==> src/design/ecfd_pkg.sv <==
// Constants, register map and helpers of the external clock failure detector
// Function
// Detector state cleared only by power-on reset
// Oscillator disabled: no monitoring, no failure report
// Software starts fast oscillator before enabling detection
// Writing failure-detect enable starts detector operation
// Suppress reporting until start-up time elapses
// Need rise and fall within four safe periods
// Failure sets status bit and interrupt flag
// Failure with enable raises interrupt request
// Failure with event enable emits output event
// Monitoring continues; status follows present activity
// Failure substitutes safe clock for external clock
// Safe clock from fast oscillator via prescaler
// Substitution sets the clock-switched status bit
// Oscillator stays enabled; software reconfigures clocks
// Software may switch back after recovery
// Sleep without oscillator request disables detector
// Sync external edges; window restarts every four
package ecfd_pkg;

  // ***************************************************************
  // Register offsets (byte addresses)
  // ***************************************************************
  localparam logic [7:0] ECFD_OFS_CTRL     = 8'h00;
  localparam logic [7:0] ECFD_OFS_STARTUP  = 8'h04;
  localparam logic [7:0] ECFD_OFS_PRESC    = 8'h08;
  localparam logic [7:0] ECFD_OFS_INTEN    = 8'h0C;
  localparam logic [7:0] ECFD_OFS_EVCTRL   = 8'h10;
  localparam logic [7:0] ECFD_OFS_INTERRUPT_FLAG_REGISTER  = 8'h14;
  localparam logic [7:0] ECFD_OFS_STATUS   = 8'h18;
  localparam logic [7:0] ECFD_OFS_SWITCH   = 8'h1C;

  // ***************************************************************
  // Field positions
  // ***************************************************************
  localparam int ECFD_CTRL_OSC_EN_BIT   = 0;
  localparam int ECFD_CTRL_FD_EN_BIT    = 1;
  localparam int ECFD_INT_FAIL_BIT      = 0;
  localparam int ECFD_EV_FAIL_BIT       = 0;
  localparam int ECFD_SW_BACK_BIT       = 0;
  localparam int ECFD_ST_FAIL_BIT       = 0;
  localparam int ECFD_ST_SWITCHED_BIT   = 1;
  localparam int ECFD_ST_MONITOR_BIT    = 2;
  localparam int ECFD_ST_STARTUP_BIT    = 3;

  // ***************************************************************
  // Reset values and timing counts
  // ***************************************************************
  localparam logic [1:0]  ECFD_CTRL_RST     = 2'h0;
  localparam logic [15:0] ECFD_STARTUP_RST  = 16'h0010;
  localparam logic [7:0]  ECFD_PRESC_RST    = 8'h03;
  localparam logic [1:0]  ECFD_WIN_LAST     = 2'h3;
  localparam logic [31:0] ECFD_UNMAPPED_RD  = 32'h00000000;

  // Byte-lane merge of a write into an old value
  function automatic logic [31:0] ecfd_merge(input logic [31:0] old_v,
                                             input logic [31:0] new_v,
                                             input logic [3:0]  be);
    logic [31:0] res;
    res = old_v;
    for (int i = 0; i < 4; i++) begin
      if (be[i]) begin
        res[i*8 +: 8] = new_v[i*8 +: 8];
      end
    end
    return res;
  endfunction

endpackage

==> src/design/ecfd_sync.sv <==
// Two-stage synchroniser with asynchronous reset to a constant
`timescale 1ns/10ps
module ecfd_sync #(
  parameter logic RESET_VAL = 1'b0
) (
  input  wire logic clock,
  input  wire logic arst_n,
  input  wire logic din,
  output logic      dout
);

  logic stage1;

  always_ff @(posedge clock or negedge arst_n) begin
    if (!arst_n) begin
      stage1 <= RESET_VAL;
      dout   <= RESET_VAL;
    end else begin
      stage1 <= din;
      dout   <= stage1;
    end
  end

endmodule

==> src/design/ecfd_top.sv <==
// External clock failure detector with Avalon-MM register slave
//
// Decided for this implementation: the register offsets and the Avalon-MM slave port.
`timescale 1ns/10ps
module ecfd_top
  import ecfd_pkg::*;
#(
  parameter int ADDR_W = 8
) (
  input  wire logic              clock,
  input  wire logic              arst_n,
  // Avalon-MM slave
  input  wire logic [ADDR_W-1:0] avs_address,
  input  wire logic              avs_read,
  input  wire logic              avs_write,
  input  wire logic [31:0]       avs_writedata,
  input  wire logic [3:0]        avs_byteenable,
  output logic [31:0]            avs_readdata,
  output logic                   avs_waitrequest,
  // External oscillator side
  input  wire logic              ext_osc_clk,
  output logic                   ext_osc_enable,
  // System side
  input  wire logic              sleep_mode,
  input  wire logic              osc_run_request,
  output logic                   safe_clk,
  output logic                   clk_sel_safe,
  output logic                   irq,
  output logic                   fail_event
);

  // ***************************************************************
  // Reset release and external clock synchronisation
  // ***************************************************************
  logic rst_n;
  logic ext_sync;
  logic ext_prev;

  // Power-on reset is the only reset of this block
  ecfd_sync #(.RESET_VAL(1'b0)) u_rst_sync (
    .clock  (clock),
    .arst_n (arst_n),
    .din    (1'b1),
    .dout   (rst_n)
  );

  ecfd_sync #(.RESET_VAL(1'b0)) u_ext_sync (
    .clock  (clock),
    .arst_n (arst_n),
    .din    (ext_osc_clk),
    .dout   (ext_sync)
  );

  // ***************************************************************
  // Register state
  // ***************************************************************
  logic [1:0]  ctrl;
  logic [15:0] startup_val;
  logic [7:0]  presc_div;
  logic        inten;
  logic        evctrl;
  logic        interrupt_flag_register;
  logic        fail_status;

  logic [7:0]  presc_cnt;
  logic [15:0] startup_cnt;
  logic [1:0]  win_cnt;
  logic        seen_rise;
  logic        seen_fall;

  // ***************************************************************
  // Bus decode
  // ***************************************************************
  wire         bus_req      = avs_read | avs_write;
  wire         wr_done      = avs_write & ~avs_waitrequest;
  wire [7:0]   ofs          = 8'(avs_address);
  wire         sel_ctrl     = (ofs == ECFD_OFS_CTRL);
  wire         sel_startup  = (ofs == ECFD_OFS_STARTUP);
  wire         sel_presc    = (ofs == ECFD_OFS_PRESC);
  wire         sel_inten    = (ofs == ECFD_OFS_INTEN);
  wire         sel_evctrl   = (ofs == ECFD_OFS_EVCTRL);
  wire         sel_interrupt_flag_register  = (ofs == ECFD_OFS_INTERRUPT_FLAG_REGISTER);
  wire         sel_status   = (ofs == ECFD_OFS_STATUS);
  wire         sel_switch   = (ofs == ECFD_OFS_SWITCH);

  wire [31:0]  wr_ctrl      = ecfd_merge({30'h0, ctrl}, avs_writedata, avs_byteenable);
  wire [31:0]  wr_startup   = ecfd_merge({16'h0, startup_val}, avs_writedata,
                                         avs_byteenable);
  wire [31:0]  wr_presc     = ecfd_merge({24'h0, presc_div}, avs_writedata,
                                         avs_byteenable);
  wire         lane0_wr     = wr_done & avs_byteenable[0];

  wire         clr_interrupt_flag_register  = lane0_wr & sel_interrupt_flag_register & avs_writedata[ECFD_INT_FAIL_BIT];
  wire         switch_back  = lane0_wr & sel_switch & avs_writedata[ECFD_SW_BACK_BIT];

  // ***************************************************************
  // Safe clock prescaler
  // ***************************************************************
  wire         safe_tick      = (presc_cnt >= presc_div);
  wire [7:0]   next_presc_cnt = safe_tick ? 8'h00 : 8'(presc_cnt + 8'h01);
  wire         next_safe_clk  = (next_presc_cnt <= {1'b0, presc_div[7:1]});

  // ***************************************************************
  // Start-up wait and monitor qualification
  // ***************************************************************
  wire         osc_en        = ctrl[ECFD_CTRL_OSC_EN_BIT];
  wire         fd_en         = ctrl[ECFD_CTRL_FD_EN_BIT];
  wire         startup_busy  = (startup_cnt != 16'h0000);
  wire         sleep_block   = sleep_mode & ~osc_run_request;
  wire         monitor_on    = osc_en & fd_en & ~sleep_block & ~startup_busy;

  wire [15:0]  next_startup_cnt = !osc_en ? startup_val :
                                  (safe_tick && startup_busy) ?
                                  16'(startup_cnt - 16'h0001) : startup_cnt;

  // ***************************************************************
  // Edge watch over the monitor window
  // ***************************************************************
  wire         ext_rise      = ext_sync & ~ext_prev;
  wire         ext_fall      = ~ext_sync & ext_prev;
  wire         any_rise      = seen_rise | ext_rise;
  wire         any_fall      = seen_fall | ext_fall;
  wire         win_end       = monitor_on & safe_tick & (win_cnt == ECFD_WIN_LAST);
  wire         fail_now      = win_end & ~(any_rise & any_fall);

  wire [1:0]   next_win_cnt  = !monitor_on ? 2'h0 :
                               safe_tick ? 2'(win_cnt + 2'h1) : win_cnt;
  wire         next_seen_rise = monitor_on & ~win_end & any_rise;
  wire         next_seen_fall = monitor_on & ~win_end & any_fall;

  // Status follows each window's verdict while monitoring
  wire         next_fail_status = !monitor_on ? 1'b0 :
                                  win_end ? fail_now : fail_status;

  // Hardware set wins over software clear
  wire         next_interrupt_flag_register  = fail_now | (interrupt_flag_register & ~clr_interrupt_flag_register);
  wire         back_ok       = switch_back & ~fail_status & ~fail_now;
  wire         next_sel_safe = fail_now | (clk_sel_safe & ~back_ok);

  // ***************************************************************
  // Next register values
  // ***************************************************************
  wire [1:0]   next_ctrl     = (wr_done && sel_ctrl) ? wr_ctrl[1:0] : ctrl;
  wire [15:0]  next_startup  = (wr_done && sel_startup) ? wr_startup[15:0] : startup_val;
  wire [7:0]   next_presc    = (wr_done && sel_presc) ? wr_presc[7:0] : presc_div;
  wire         next_inten    = (lane0_wr && sel_inten) ?
                               avs_writedata[ECFD_INT_FAIL_BIT] : inten;
  wire         next_evctrl   = (lane0_wr && sel_evctrl) ?
                               avs_writedata[ECFD_EV_FAIL_BIT] : evctrl;

  // ***************************************************************
  // Read mux
  // ***************************************************************
  logic [31:0] status_word;
  logic [31:0] rd_mux;

  always_comb begin
    status_word = 32'h00000000;
    status_word[ECFD_ST_FAIL_BIT]     = fail_status;
    status_word[ECFD_ST_SWITCHED_BIT] = clk_sel_safe;
    status_word[ECFD_ST_MONITOR_BIT]  = monitor_on;
    status_word[ECFD_ST_STARTUP_BIT]  = startup_busy;
  end

  assign rd_mux = sel_ctrl    ? {30'h0, ctrl} :
                  sel_startup ? {16'h0, startup_val} :
                  sel_presc   ? {24'h0, presc_div} :
                  sel_inten   ? {31'h0, inten} :
                  sel_evctrl  ? {31'h0, evctrl} :
                  sel_interrupt_flag_register ? {31'h0, interrupt_flag_register} :
                  sel_status  ? status_word :
                  ECFD_UNMAPPED_RD;

  // ***************************************************************
  // Bus handshake: one wait cycle per access
  // ***************************************************************
  always_ff @(posedge clock or negedge rst_n) begin
    if (!rst_n) begin
      avs_waitrequest <= 1'b1;
      avs_readdata    <= 32'h00000000;
    end else begin
      avs_waitrequest <= ~(bus_req & avs_waitrequest);
      if (avs_read && avs_waitrequest) begin
        avs_readdata <= rd_mux;
      end
    end
  end

  // ***************************************************************
  // Configuration registers
  // ***************************************************************
  always_ff @(posedge clock or negedge rst_n) begin
    if (!rst_n) begin
      ctrl        <= ECFD_CTRL_RST;
      startup_val <= ECFD_STARTUP_RST;
      presc_div   <= ECFD_PRESC_RST;
      inten       <= 1'b0;
      evctrl      <= 1'b0;
    end else begin
      ctrl        <= next_ctrl;
      startup_val <= next_startup;
      presc_div   <= next_presc;
      inten       <= next_inten;
      evctrl      <= next_evctrl;
    end
  end

  // ***************************************************************
  // Prescaler, start-up and window state
  // ***************************************************************
  always_ff @(posedge clock or negedge rst_n) begin
    if (!rst_n) begin
      presc_cnt   <= 8'h00;
      safe_clk    <= 1'b0;
      startup_cnt <= ECFD_STARTUP_RST;
      win_cnt     <= 2'h0;
      seen_rise   <= 1'b0;
      seen_fall   <= 1'b0;
      ext_prev    <= 1'b0;
    end else begin
      presc_cnt   <= next_presc_cnt;
      safe_clk    <= next_safe_clk;
      startup_cnt <= next_startup_cnt;
      win_cnt     <= next_win_cnt;
      seen_rise   <= next_seen_rise;
      seen_fall   <= next_seen_fall;
      ext_prev    <= ext_sync;
    end
  end

  // ***************************************************************
  // Failure reporting and clock switch
  // ***************************************************************
  always_ff @(posedge clock or negedge rst_n) begin
    if (!rst_n) begin
      fail_status    <= 1'b0;
      interrupt_flag_register        <= 1'b0;
      clk_sel_safe   <= 1'b0;
      irq            <= 1'b0;
      fail_event     <= 1'b0;
      ext_osc_enable <= 1'b0;
    end else begin
      fail_status    <= next_fail_status;
      interrupt_flag_register        <= next_interrupt_flag_register;
      clk_sel_safe   <= next_sel_safe;
      irq            <= next_interrupt_flag_register & next_inten;
      fail_event     <= fail_now & evctrl;
      ext_osc_enable <= next_ctrl[ECFD_CTRL_OSC_EN_BIT];
    end
  end

endmodule

==> config.mk <==
export PLATFORM = sky130hd
export DESIGN_NAME = ecfd_top
export DESIGN_NICKNAME = d
export VERILOG_FILES = /design/src/design/ecfd_pkg.sv /design/src/design/ecfd_sync.sv /design/src/design/ecfd_top.sv
export SDC_FILE = /design/constraint.sdc
export NUM_CORES = 1
export LEC_CHECK = 0
export BUFFER_PORTS_ARGS = -buffer_cell sky130_fd_sc_hd__buf_2
export CORE_MARGIN = 10
export CORE_UTILIZATION = 55
export CTS_BUF_LIST = sky130_fd_sc_hd__clkbuf_16
export CTS_CLUSTER_DIAMETER = 80
export DETAILED_ROUTE_END_ITERATION = 8
export HOLD_SLACK_MARGIN = 0.1
export PLACE_DENSITY_LB_ADDON = 0.05
export SETUP_SLACK_MARGIN = 0.4
export SYNTH_ARGS = -nofsm -noshare
export SYNTH_HDL_FRONTEND = slang
export SYNTH_SLANG_ARGS = --single-unit
==> constraint.sdc <==
create_clock -name clock -period 3.65 [get_ports clock]
set_clock_uncertainty 0.15 [all_clocks]
set_input_delay 0 -clock clock [delete_from_list [all_inputs] [get_ports clock]]
set_output_delay 0 -clock clock [all_outputs]
set_load 0.005 [all_outputs]
==> results of run 1 <==
kinds of logic (layout without fill, tap and decap cells):
group / count (synthesis) / count (layout) / synth area share [%]
buffers and inverters: 52 / 123 / 5.865
flip-flops: 84 / 84 / 47.75
XOR/XNOR: 6 / 6 / 1.190
AO/OA/AOI/OAI: 86 / 86 / 13.88
adder cells (fa/ha/maj): 18 / 18 / 5.101
AND/OR/NAND/NOR: 140 / 140 / 17.97
multiplexers: 32 / 32 / 8.076
other: 2 / 17 / 0.1701
layout by cell type (no fill, tap or decap), drive strengths merged, types with 5 or more instances in the layout:
cell type and instances:
ha 18, or4 12, o31ai 7, nand3 13
nand2b 10, mux2 29, a21oi 7, o211ai 7
nand2 26, dfstp 5, o311ai 5, conb 17
a31oi 11, nor2b 11, o21ai 15, buf 58
nor3 5, nand4 6, nor2 26, inv 20
clkbuf 9, dlygate4sd3 31, a22oi 6, or3 6
a22o 8, nor4 6, dfrtp 79
per-layer routing:
| metal | wire (um) | global-route usage [%] | vias up |
|---|---|---|---|
| li1 | - | - | 1678 |
| met1 | 4753 | 24.36 | 1746 |
| met3 | 585 | 3.803 | 10 |
| met2 | 5072 | 29.77 | 85 |
| met5 | 0 | 0 | - |
| met4 | 104 | 4.554 | 0 |
timing repair:
item / 4_1_cts / 5_1_grt
setup endpoints to repair: 1 / 2
hold buffers: 31 / 0
cloned: 0 / 0
endpoints found under the hold margin: 40 / 0
gates resized for setup: 1 / 2
buffers inserted: 0 / 0
power by group through the flow:
stage | clock network [mW] | registers (mW) | logic (mW)
after floorplan | 0 | 0.992 | 0.148
after global placement | 0 | 1.00 | 0.193
after detailed placement | 0 | 1.00 | 0.197
after CTS | 0.909 | 0.984 | 0.224
after global routing | 0.952 | 0.989 | 0.254
final | 0.894 | 0.983 | 0.227
path summary, 6_finish.rpt:
check,start,end,slack [ns],cells after the start
max,presc_div[1]$_DFFE_PN1P_,safe_clk$_DFF_PN0_,0.65,13
min,avs_address[6],avs_readdata[0]$_DFFE_PN0P_,0.12,5
max reg2reg,presc_div[1]$_DFFE_PN1P_,safe_clk$_DFF_PN0_,0.65,13
min reg2reg,u_rst_sync.stage1$_DFF_PN0_,u_rst_sync.dout$_DFF_PN0_,0.20,0
max in group asynchronous,u_rst_sync.dout$_DFF_PN0_,ctrl[1]$_DFFE_PN0P_,2.33,0
min in group asynchronous,u_rst_sync.dout$_DFF_PN0_,avs_readdata[0]$_DFFE_PN0P_,0.36,0
worst reg2reg max path, cell delays in order, from the launching register on:
cell      delay, ns
dfstp_2        0.56
inv_1          0.05
ha_1           0.27
nand2_1        0.04
o21ai_0        0.26
a41oi_2        0.17
buf_4          0.25
o21ai_0        0.36
ha_1           0.23
nor2b_1        0.05
o211ai_1       0.16
a31oi_1        0.10
nor3_1         0.15
o22a_1         0.16
flip-flops by register name (all words and copies together), names as in the netlist, 2 cells and up:
| signal | flops |
|---|---|
| startup_val | 16 |
| ctrl | 2 |
| startup_cnt | 16 |
| avs_readdata | 16 |
| presc_div | 8 |
| win_cnt | 2 |
| presc_cnt | 8 |
final cells by class:
| type | count | area share (%) |
|---|---|---|
| clock buffers | 9 | 4.220 |
| clock inverters | 7 | 1.313 |
| inverters | 18 | 1.266 |
| multi-input cells | 299 | 39.79 |
| flip-flops and latches | 84 | 39.58 |
| well taps | 102 | 2.392 |
| repair buffers | 89 | 11.44 |
synth_stat cells, types with 3 or more instances:
master	n	share of area (%)
dfrtp_1	79	45
mux2_2	29	7.4
nand2_1	26	2.2
nor2_1	26	2.2
ha_1	18	5.1
inv_1	18	1.5
buf_4	16	2.7
clkbuf_1	15	1.3
o21ai_0	14	1.6
nand3_1	13	1.5
a31oi_1	11	1.6
nor2b_1	11	1.6
or4_1	11	1.9
nand2b_1	10	1.4
a22o_1	8	1.6
a21oi_1	7	0.79
o211ai_1	7	1.2
o31ai_1	7	1.2
a22oi_1	6	1.0
nand4_1	6	0.85
or3_1	6	0.85
dfstp_2	5	3.0
nor3_1	5	0.57
o311ai_0	5	0.99
and3_1	4	0.57
xor2_1	4	0.79
buf_2	3	0.34
mux2i_1	3	0.68
nor4_1	3	0.43
o21a_1	3	0.51
or2_2	3	0.43
==> qor.yml, run 1 <==
outcome:
  status: "finished clean"
cells_and_area:
  diodes: 0
  postLayoutCellArea_mm2: 0.005336
  post_layout_nonfiller_instances: 608
  num-fill-cells: 626
  drive_above_1_share_pct: 23.72
  register_area_mm2: 0.002112
  syn_to_final_growth_pct: 20.86
  multi_input_comb_area_mm2: 0.002123
  nets: 570
  fin_util_pct: 68.70
placement:
  place.gp.congestion: 0.8172
  dp_hpwl_um: 7501
  portBuffers: 54
  placed_area_mm2: 0.004720
  post-place-cells: 561
  pre_cts_ws_ns: 0.3284
clock_network:
  ctsLongestPathBuffers: 2
  clk_pin_slew_ns: 0.06
  cts.sinks: 84
  cts-root-buf: "clkbuf_16"
  h-tree-depth: 3
  cts_tree: "done"
  clk_latency_ns: 0.33
  cts_buffers: 9
timing:
  relSlewSlack_pct: 32.43
  max_freq_mhz: 333.4
  setup_slack_ns: 0.6510
  finalCritPeriodShare_pct: 82.17
  hold_viol_final: 0
  setup_violations: 0
  holdWs_ns: 0.1164
  rsz0062_at_grt: "false"
  fin_tns_setup_ns: 0
  fin_crit_ns: 2.999
  maxSlewViolCount: 0
  tightest_slew_ns: 1.014
global_routing:
  antenna_found_initial: 0
  overflow: 0
  grt_pass1_wl_um: 17790
  grtUsageTotal_pct: 18.28
  grt_max_degree: 81
  grt_pass1_vias: 3606
synthesis:
  synth-seq-cells: 84
  synth_area_mm2: 0.004415
  synthArstFlopShare_pct: 100.0
  synthFlopType: "dfrtp_1"
  syn_inst: 420
  synth_cell_types: 59
  ys_seq_area_share_pct: 47.75
  synth_edf_count: 0
  yosys_warnings: 0
  syn_avg_cell_area_um2: 10.51
power_and_ir_drop:
  peakVddDrop_uv: 268.1
  p_total_mw: 2.104
  comb_power_share_pct: 10.8
  p_leak_nw: 2.562
  pwr-share-seq_pct: 46.7
  switching_power_mw: 0.5271
  p_int_mw: 1.577
  power_frac_clock_pct: 42.5
  switching_share_pct: 25.05
  p_per_area_mw_per_mm2: 394.3
die:
  dieHeight_um: 109.6
  ios: 89
  core.rowCount: 32
  core_region_area_mm2: 0.007767
  initial_core_util_pct: 56.85
  die_x_um: 109.6
  dieArea_mm2: 0.01201
setup_path:
  crit_type: "flop to flop"
  crit_family: "compound AO/OA/AOI/OAI gates"
  critPathArrivalTime_ns: 3.11
  critical_path.endpoint_type: "flop"
  cpPeakStageDelay_ns: 0.56
  worst-path-buf-inv: 2
  crit_chain: "inv_1, ha_1, nand2_1, o21ai_0, a41oi_2, buf_4, o21ai_0, ha_1, nor2b_1, o211ai_1, a31oi_1, nor3_1, o22a_1"
  path_max_fanout: 30
  crit_slowest_cell: "dfstp_2"
  cp.required_ns: 3.76
  crit_path_start_kind: "flop"
route:
  drc: 0
  drtPass1Iterations: 4
  antenna_left: 0
  routed_via_density: 5.788
  vias: 3519
  wl_um: 10520
  first_iter_violations: 142
  routedWlPerCell_um: 17.29
worst_hold_path:
  hold_class: "input port to flop"
run:
  drv_cap: 0
(Power assumes the default switching activity.)
==> run 2: changes to the inputs <==
clock period = 2.8 ns   (was 3.65 ns; I/O delays follow)
==> run 2 against run 1 <==
  * Clock power rose by 32%
  * Power rose by 35%
  * Cell area rose by 7.1%
  * Worst hold slack worse by 0.011 ns
  * Global-route usage grew 0.69 points
  * Combinational power grew 63%
  * Setup slack worse by 0.60 ns
  * Critical endpoint unchanged
  * Largest cell class unchanged
==> qor.yml, run 2 (synthesis results as in run 1) <==
setup_path:
  ff2ff_path_depth: 13
  crit_path_start_kind: "flop"
  crit_type: "flop to flop"
  cp.required_ns: 2.93
  crit_slowest_cell: "dfrtp_1"
  crit_chain: "inv_2, ha_4, a211oi_4, o21ai_2, a41oi_4, nor2_4, nor2b_2, ha_1, nor2b_1, o211ai_1, a31oi_1, nor3_1, o22a_1"
  critPathArrivalTime_ns: 2.87
  path_max_fanout: 3
  critical_path.endpoint_type: "flop"
  cpPeakStageDelay_ns: 0.40
worst_hold_path:
  hold_class: "input port to flop"
  hold_depth: 6
timing:
  hold_viol_final: 0
  fin_crit_ns: 2.745
  rsz0062_at_grt: "true"
  holdWs_ns: 0.1052
  finalCritPeriodShare_pct: 98.04
  setup_violations: 0
  relSlewSlack_pct: 31.57
  max_freq_mhz: 364.3
  maxSlewViolCount: 0
  tightest_slew_ns: 1.026
  setup_slack_ns: 0.05481
cells_and_area:
  reg_top3: "avs_readdata x16, startup_cnt x16, startup_val x16"
  final_cell_mix: "dfrtp_1, buf_2, dlygate4sd3_1"
  post_layout_nonfiller_instances: 632
  num-fill-cells: 580
  nets: 594
  diodes: 0
  postLayoutCellArea_mm2: 0.005715
  final_common_cell: "dfrtp_1"
  drive_above_1_share_pct: 31.89
  syn_to_final_growth_pct: 29.44
clock_network:
  ctsLongestPathBuffers: 2
  cts.sinks: 84
  cts_buffers: 9
  cts-root-buf: "clkbuf_16"
  clk_pin_slew_ns: 0.06
  clk_latency_ns: 0.34
  cts_tree: "done"
  h-tree-depth: 3
run:
  drv_cap: 0
power_and_ir_drop:
  switching_power_mw: 0.7313
  p_int_mw: 2.099
  power_frac_clock_pct: 41.7
  comb_power_share_pct: 13.0
  peakVddDrop_uv: 334.8
  p_leak_nw: 2.720
  pwr-share-seq_pct: 45.3
  switching_share_pct: 25.84
  p_per_area_mw_per_mm2: 495.2
die:
  core_region_area_mm2: 0.007767
  dieHeight_um: 109.6
  dieArea_mm2: 0.01201
  core.rowCount: 32
  initial_core_util_pct: 56.85
  die_x_um: 109.6
  ios: 89
route:
  antenna_left: 0
  wl_um: 11440
  first_iter_violations: 196
  routed_via_density: 5.842
  drtPass1Iterations: 4
  routedWlPerCell_um: 18.10
  drc: 0
  vias: 3692
placement:
  place.gp.congestion: 0.8686
  placed_area_mm2: 0.004798
  post-place-cells: 570
  dp_hpwl_um: 7493
  pre_cts_ws_ns: 0.05145
  portBuffers: 54
global_routing:
  grt_max_degree: 81
  overflow: 0
  grt_pass1_wl_um: 18310
  grtUsageTotal_pct: 18.97
  grt_pass1_vias: 3674
  antenna_found_initial: 0
outcome:
  status: "finished clean"
## run 2: final cells by class
type / count / area [um2] / area share, %
tap: 102 / 127.6 / 2.233
multi-input combinational: 299 / 2298 / 40.21
sequential: 84 / 2113 / 36.97
timing repair buffer: 113 / 815.8 / 14.27
clock buffer: 9 / 225.2 / 3.940
inverter: 18 / 67.56 / 1.182
clock inverter: 7 / 67.56 / 1.182
## run 2: worst paths after layout
kind                                        startpoint                            to  slack, ns
min                                     avs_address[4]   avs_readdata[1]$_DFFE_PN0P_       0.11
min in group asynchronous    u_rst_sync.dout$_DFF_PN0_  avs_readdata[15]$_DFFE_PN0P_       0.36
max in group asynchronous    u_rst_sync.dout$_DFF_PN0_           ctrl[0]$_DFFE_PN0P_       1.44
max reg2reg                   presc_div[7]$_DFFE_PN0P_            safe_clk$_DFF_PN0_       0.05
max                           presc_div[7]$_DFFE_PN0P_            safe_clk$_DFF_PN0_       0.05
min reg2reg                u_rst_sync.stage1$_DFF_PN0_     u_rst_sync.dout$_DFF_PN0_       0.20
## run 2: metal layers
layer | GRT usage (%) | wire length, um
met5 | 0 | 0
met4 | 6.506 | 185
met3 | 3.745 | 729
met2 | 30.15 | 5489
met1 | 25.36 | 5038
## run 2: critical path: cells and delay by family (launching register included)
kind	cells	cell delay (ns)
adders and majority gates	2	0.47
AOI/OAI and AO/OA	6	1.04
DFF	1	0.40
buffers and inverters	1	0.09
and+or+nand+nor	4	0.54
## run 2: power groups by stage
stage / logic, mW / clock network [mW] / registers (mW)
after global routing: 0.402 / 1.25 / 1.29
after CTS: 0.329 / 1.19 / 1.28
final: 0.369 / 1.18 / 1.28
after detailed placement: 0.276 / 0 / 1.31
after global placement: 0.271 / 0 / 1.30
after floorplan: 0.199 / 0 / 1.29
## run 2: through the flow
step	setup TNS (ns)	power, mW	util, %
2_1_floorplan	0	1.493	-
4_1_cts	0	2.799	71.20
3_5_place_dp	0	1.581	61.78
6_report	0	2.830	73.58
5_1_grt	-0.1142	2.940	73.58
3_3_place_gp	0	1.574	61.78
## run 2: repair_timing
action	4_1_cts	5_1_grt
hold buffers	33	0
buffers inserted	6	6
gates resized for setup	18	28
hold endpoints to repair	43	0
setup endpoints to repair	13	27
cloned	1	0
pin swaps	8	11
==> run 3: changes to the inputs <==
CORE_MARGIN = 2   (was 10)
==> run 3 against run 2 <==
  * Non-clock buffer count grew 17
  * Combinational power grew 20%
  * Final cell count grew 2.7%
  * Via count grew 7.1%
  * Register-to-register slack is essentially flat
  * Count of clock-buffer cells in the layout is the same
  * Clock power grew 8%
  * Core utilization grew 5.2 points
  * Sequential share of layout area shrank 2.4 points
  * Setup slack lost 0.0097 ns
  * Flip-flop and latch count is the same
  * Worst hold slack gained 0.031 ns
  * Critical path type unchanged
  * Critical endpoint unchanged
  * Largest cell class unchanged
==> qor.yml, run 3 (synthesis results as in run 1) <==
cells_and_area:
  diodes: 0
  syn_to_final_growth_pct: 38.62
  drive_above_1_share_pct: 38.57
  final_common_cell: "dfrtp_1"
  nets: 611
  post_layout_nonfiller_instances: 649
  final_cell_mix: "dfrtp_1, buf_2, dlygate4sd3_1, buf_4, mux2_2"
  reg_top3: "avs_readdata x16, startup_cnt x16, startup_val x16"
  num-fill-cells: 490
  multi_input_comb_area_mm2: 0.002480
  register_area_mm2: 0.002113
setup_path:
  crit_type: "flop to flop"
  critical_path.endpoint_type: "flop"
  critPathArrivalTime_ns: 2.88
  crit_path_start_kind: "flop"
  reg2reg_from: "presc_div[7]$_DFFE_PN0P_"
  cp.required_ns: 2.92
  cp-startpoint: "presc_div[7]$_DFFE_PN0P_"
  path_max_fanout: 2
clock_network:
  clk_pin_slew_ns: 0.07
  clk_latency_ns: 0.34
  ctsLongestPathBuffers: 2
  cts.sinks: 84
  cts_tree: "done"
  cts_buffers: 9
  h-tree-depth: 3
  cts-root-buf: "clkbuf_16"
route:
  routedWlPerCell_um: 19.71
  drc: 0
  first_iter_violations: 289
  vias: 3953
  antenna_left: 0
  routed_via_density: 6.091
  drtPass1Iterations: 5
  wl_um: 12800
timing:
  setup_violations: 0
  fin_crit_ns: 2.755
  maxSlewViolCount: 0
  hold_viol_final: 0
  finalCritPeriodShare_pct: 98.39
  rsz0062_at_grt: "true"
  tightest_slew_ns: 1.041
  max_freq_mhz: 363.0
  relSlewSlack_pct: 30.60
global_routing:
  grt_max_degree: 81
  grt_util_met2_pct: 45.32
  top_usage_layer: "met2"
  overflow: 0
  antenna_found_initial: 0
  grtUsageTotal_pct: 27.19
  grt_use_met3_pct: 6.124
  grt_pass1_wl_um: 18420
  grt_pass1_vias: 3805
  grt_use_met1_pct: 34.83
power_and_ir_drop:
  p_leak_nw: 2.859
  p_total_mw: 3.000
  p_per_area_mw_per_mm2: 490.1
  peakVddDrop_uv: 331.9
run:
  drv_cap: 0
die:
  ios: 89
  dieArea_mm2: 0.008761
  dieHeight_um: 93.60
  core_region_area_mm2: 0.007767
  core.rowCount: 32
  die_x_um: 93.60
  initial_core_util_pct: 56.85
placement:
  dp_hpwl_um: 7047
  post-place-cells: 570
  place.gp.congestion: 0.8958
  portBuffers: 54
worst_hold_path:
  hold_class: "input port to flop"
  min-delay-start: "sleep_mode"
outcome:
  status: "finished clean"
## run 3: final timing paths
kind,end,slack [ns],depth (start not counted)
max in group asynchronous,presc_cnt[2]$_DFF_PN0_,1.40,0
max reg2reg,safe_clk$_DFF_PN0_,0.05,13
min,clk_sel_safe$_DFF_PN0_,0.14,6
max,safe_clk$_DFF_PN0_,0.05,13
min reg2reg,u_rst_sync.dout$_DFF_PN0_,0.20,0
min in group asynchronous,startup_val[13]$_DFFE_PN0P_,0.38,0
## run 3: through the flow
stage	area, um2	utilization (%)	worst slack, ns	hold WS [ns]	setup TNS (ns)
floorplan	4504	-	0.1416	-0.4456	0
global placement	4798	61.78	0.1162	-0.3461	0
detailed placement	4798	61.78	0.06390	-0.3427	0
CTS	5802	74.69	0.1552	0.1221	0
global route	6121	78.80	-0.06968	0.1640	-0.06968
finish	6121	78.80	0.04507	0.1361	0
## run 3: report_power, final
part / total, mW / internal [mW] / switching, mW
registers: 1.28 / 1.24 / 0.0435
logic: 0.443 / 0.215 / 0.228
clock network: 1.27 / 0.777 / 0.496
## run 3: timing repair
| item | 4_1_cts | 5_1_grt |
|---|---|---|
| endpoints found under the hold margin | 43 | 0 |
| pin swaps | 29 | 18 |
| resized for setup | 42 | 47 |
| setup endpoints to repair | 15 | 26 |
| hold buffers | 33 | 0 |
| gates cloned | 1 | 0 |
| setup buffers | 19 | 10 |
## run 3: critical path, stage by stage (launching register included)
cell	delay (ns)
dfrtp_1	0.41
inv_2	0.10
ha_4	0.22
a211oi_4	0.25
o21ai_4	0.11
a41oi_4	0.24
nor2_4	0.09
nor2b_4	0.15
ha_4	0.22
nor2b_4	0.12
o211ai_1	0.19
a31oi_1	0.10
nor3_1	0.17
o22a_1	0.16
## run 3: per-layer routing
metal / wire length [um] / part of all wire, %
met1: 5192 / 41
met2: 6481 / 51
met3: 773 / 6.0
met4: 348 / 2.7
met5: 0 / 0
## run 3: cell type report
class / count / share of cell area, %
clock buffers: 9 / 3.679
repair buffers: 130 / 16.60
flip-flops and latches: 84 / 34.53
inverters: 18 / 1.104
clock inverters: 7 / 1.492
well taps: 102 / 2.085
multi-input cells: 299 / 40.52
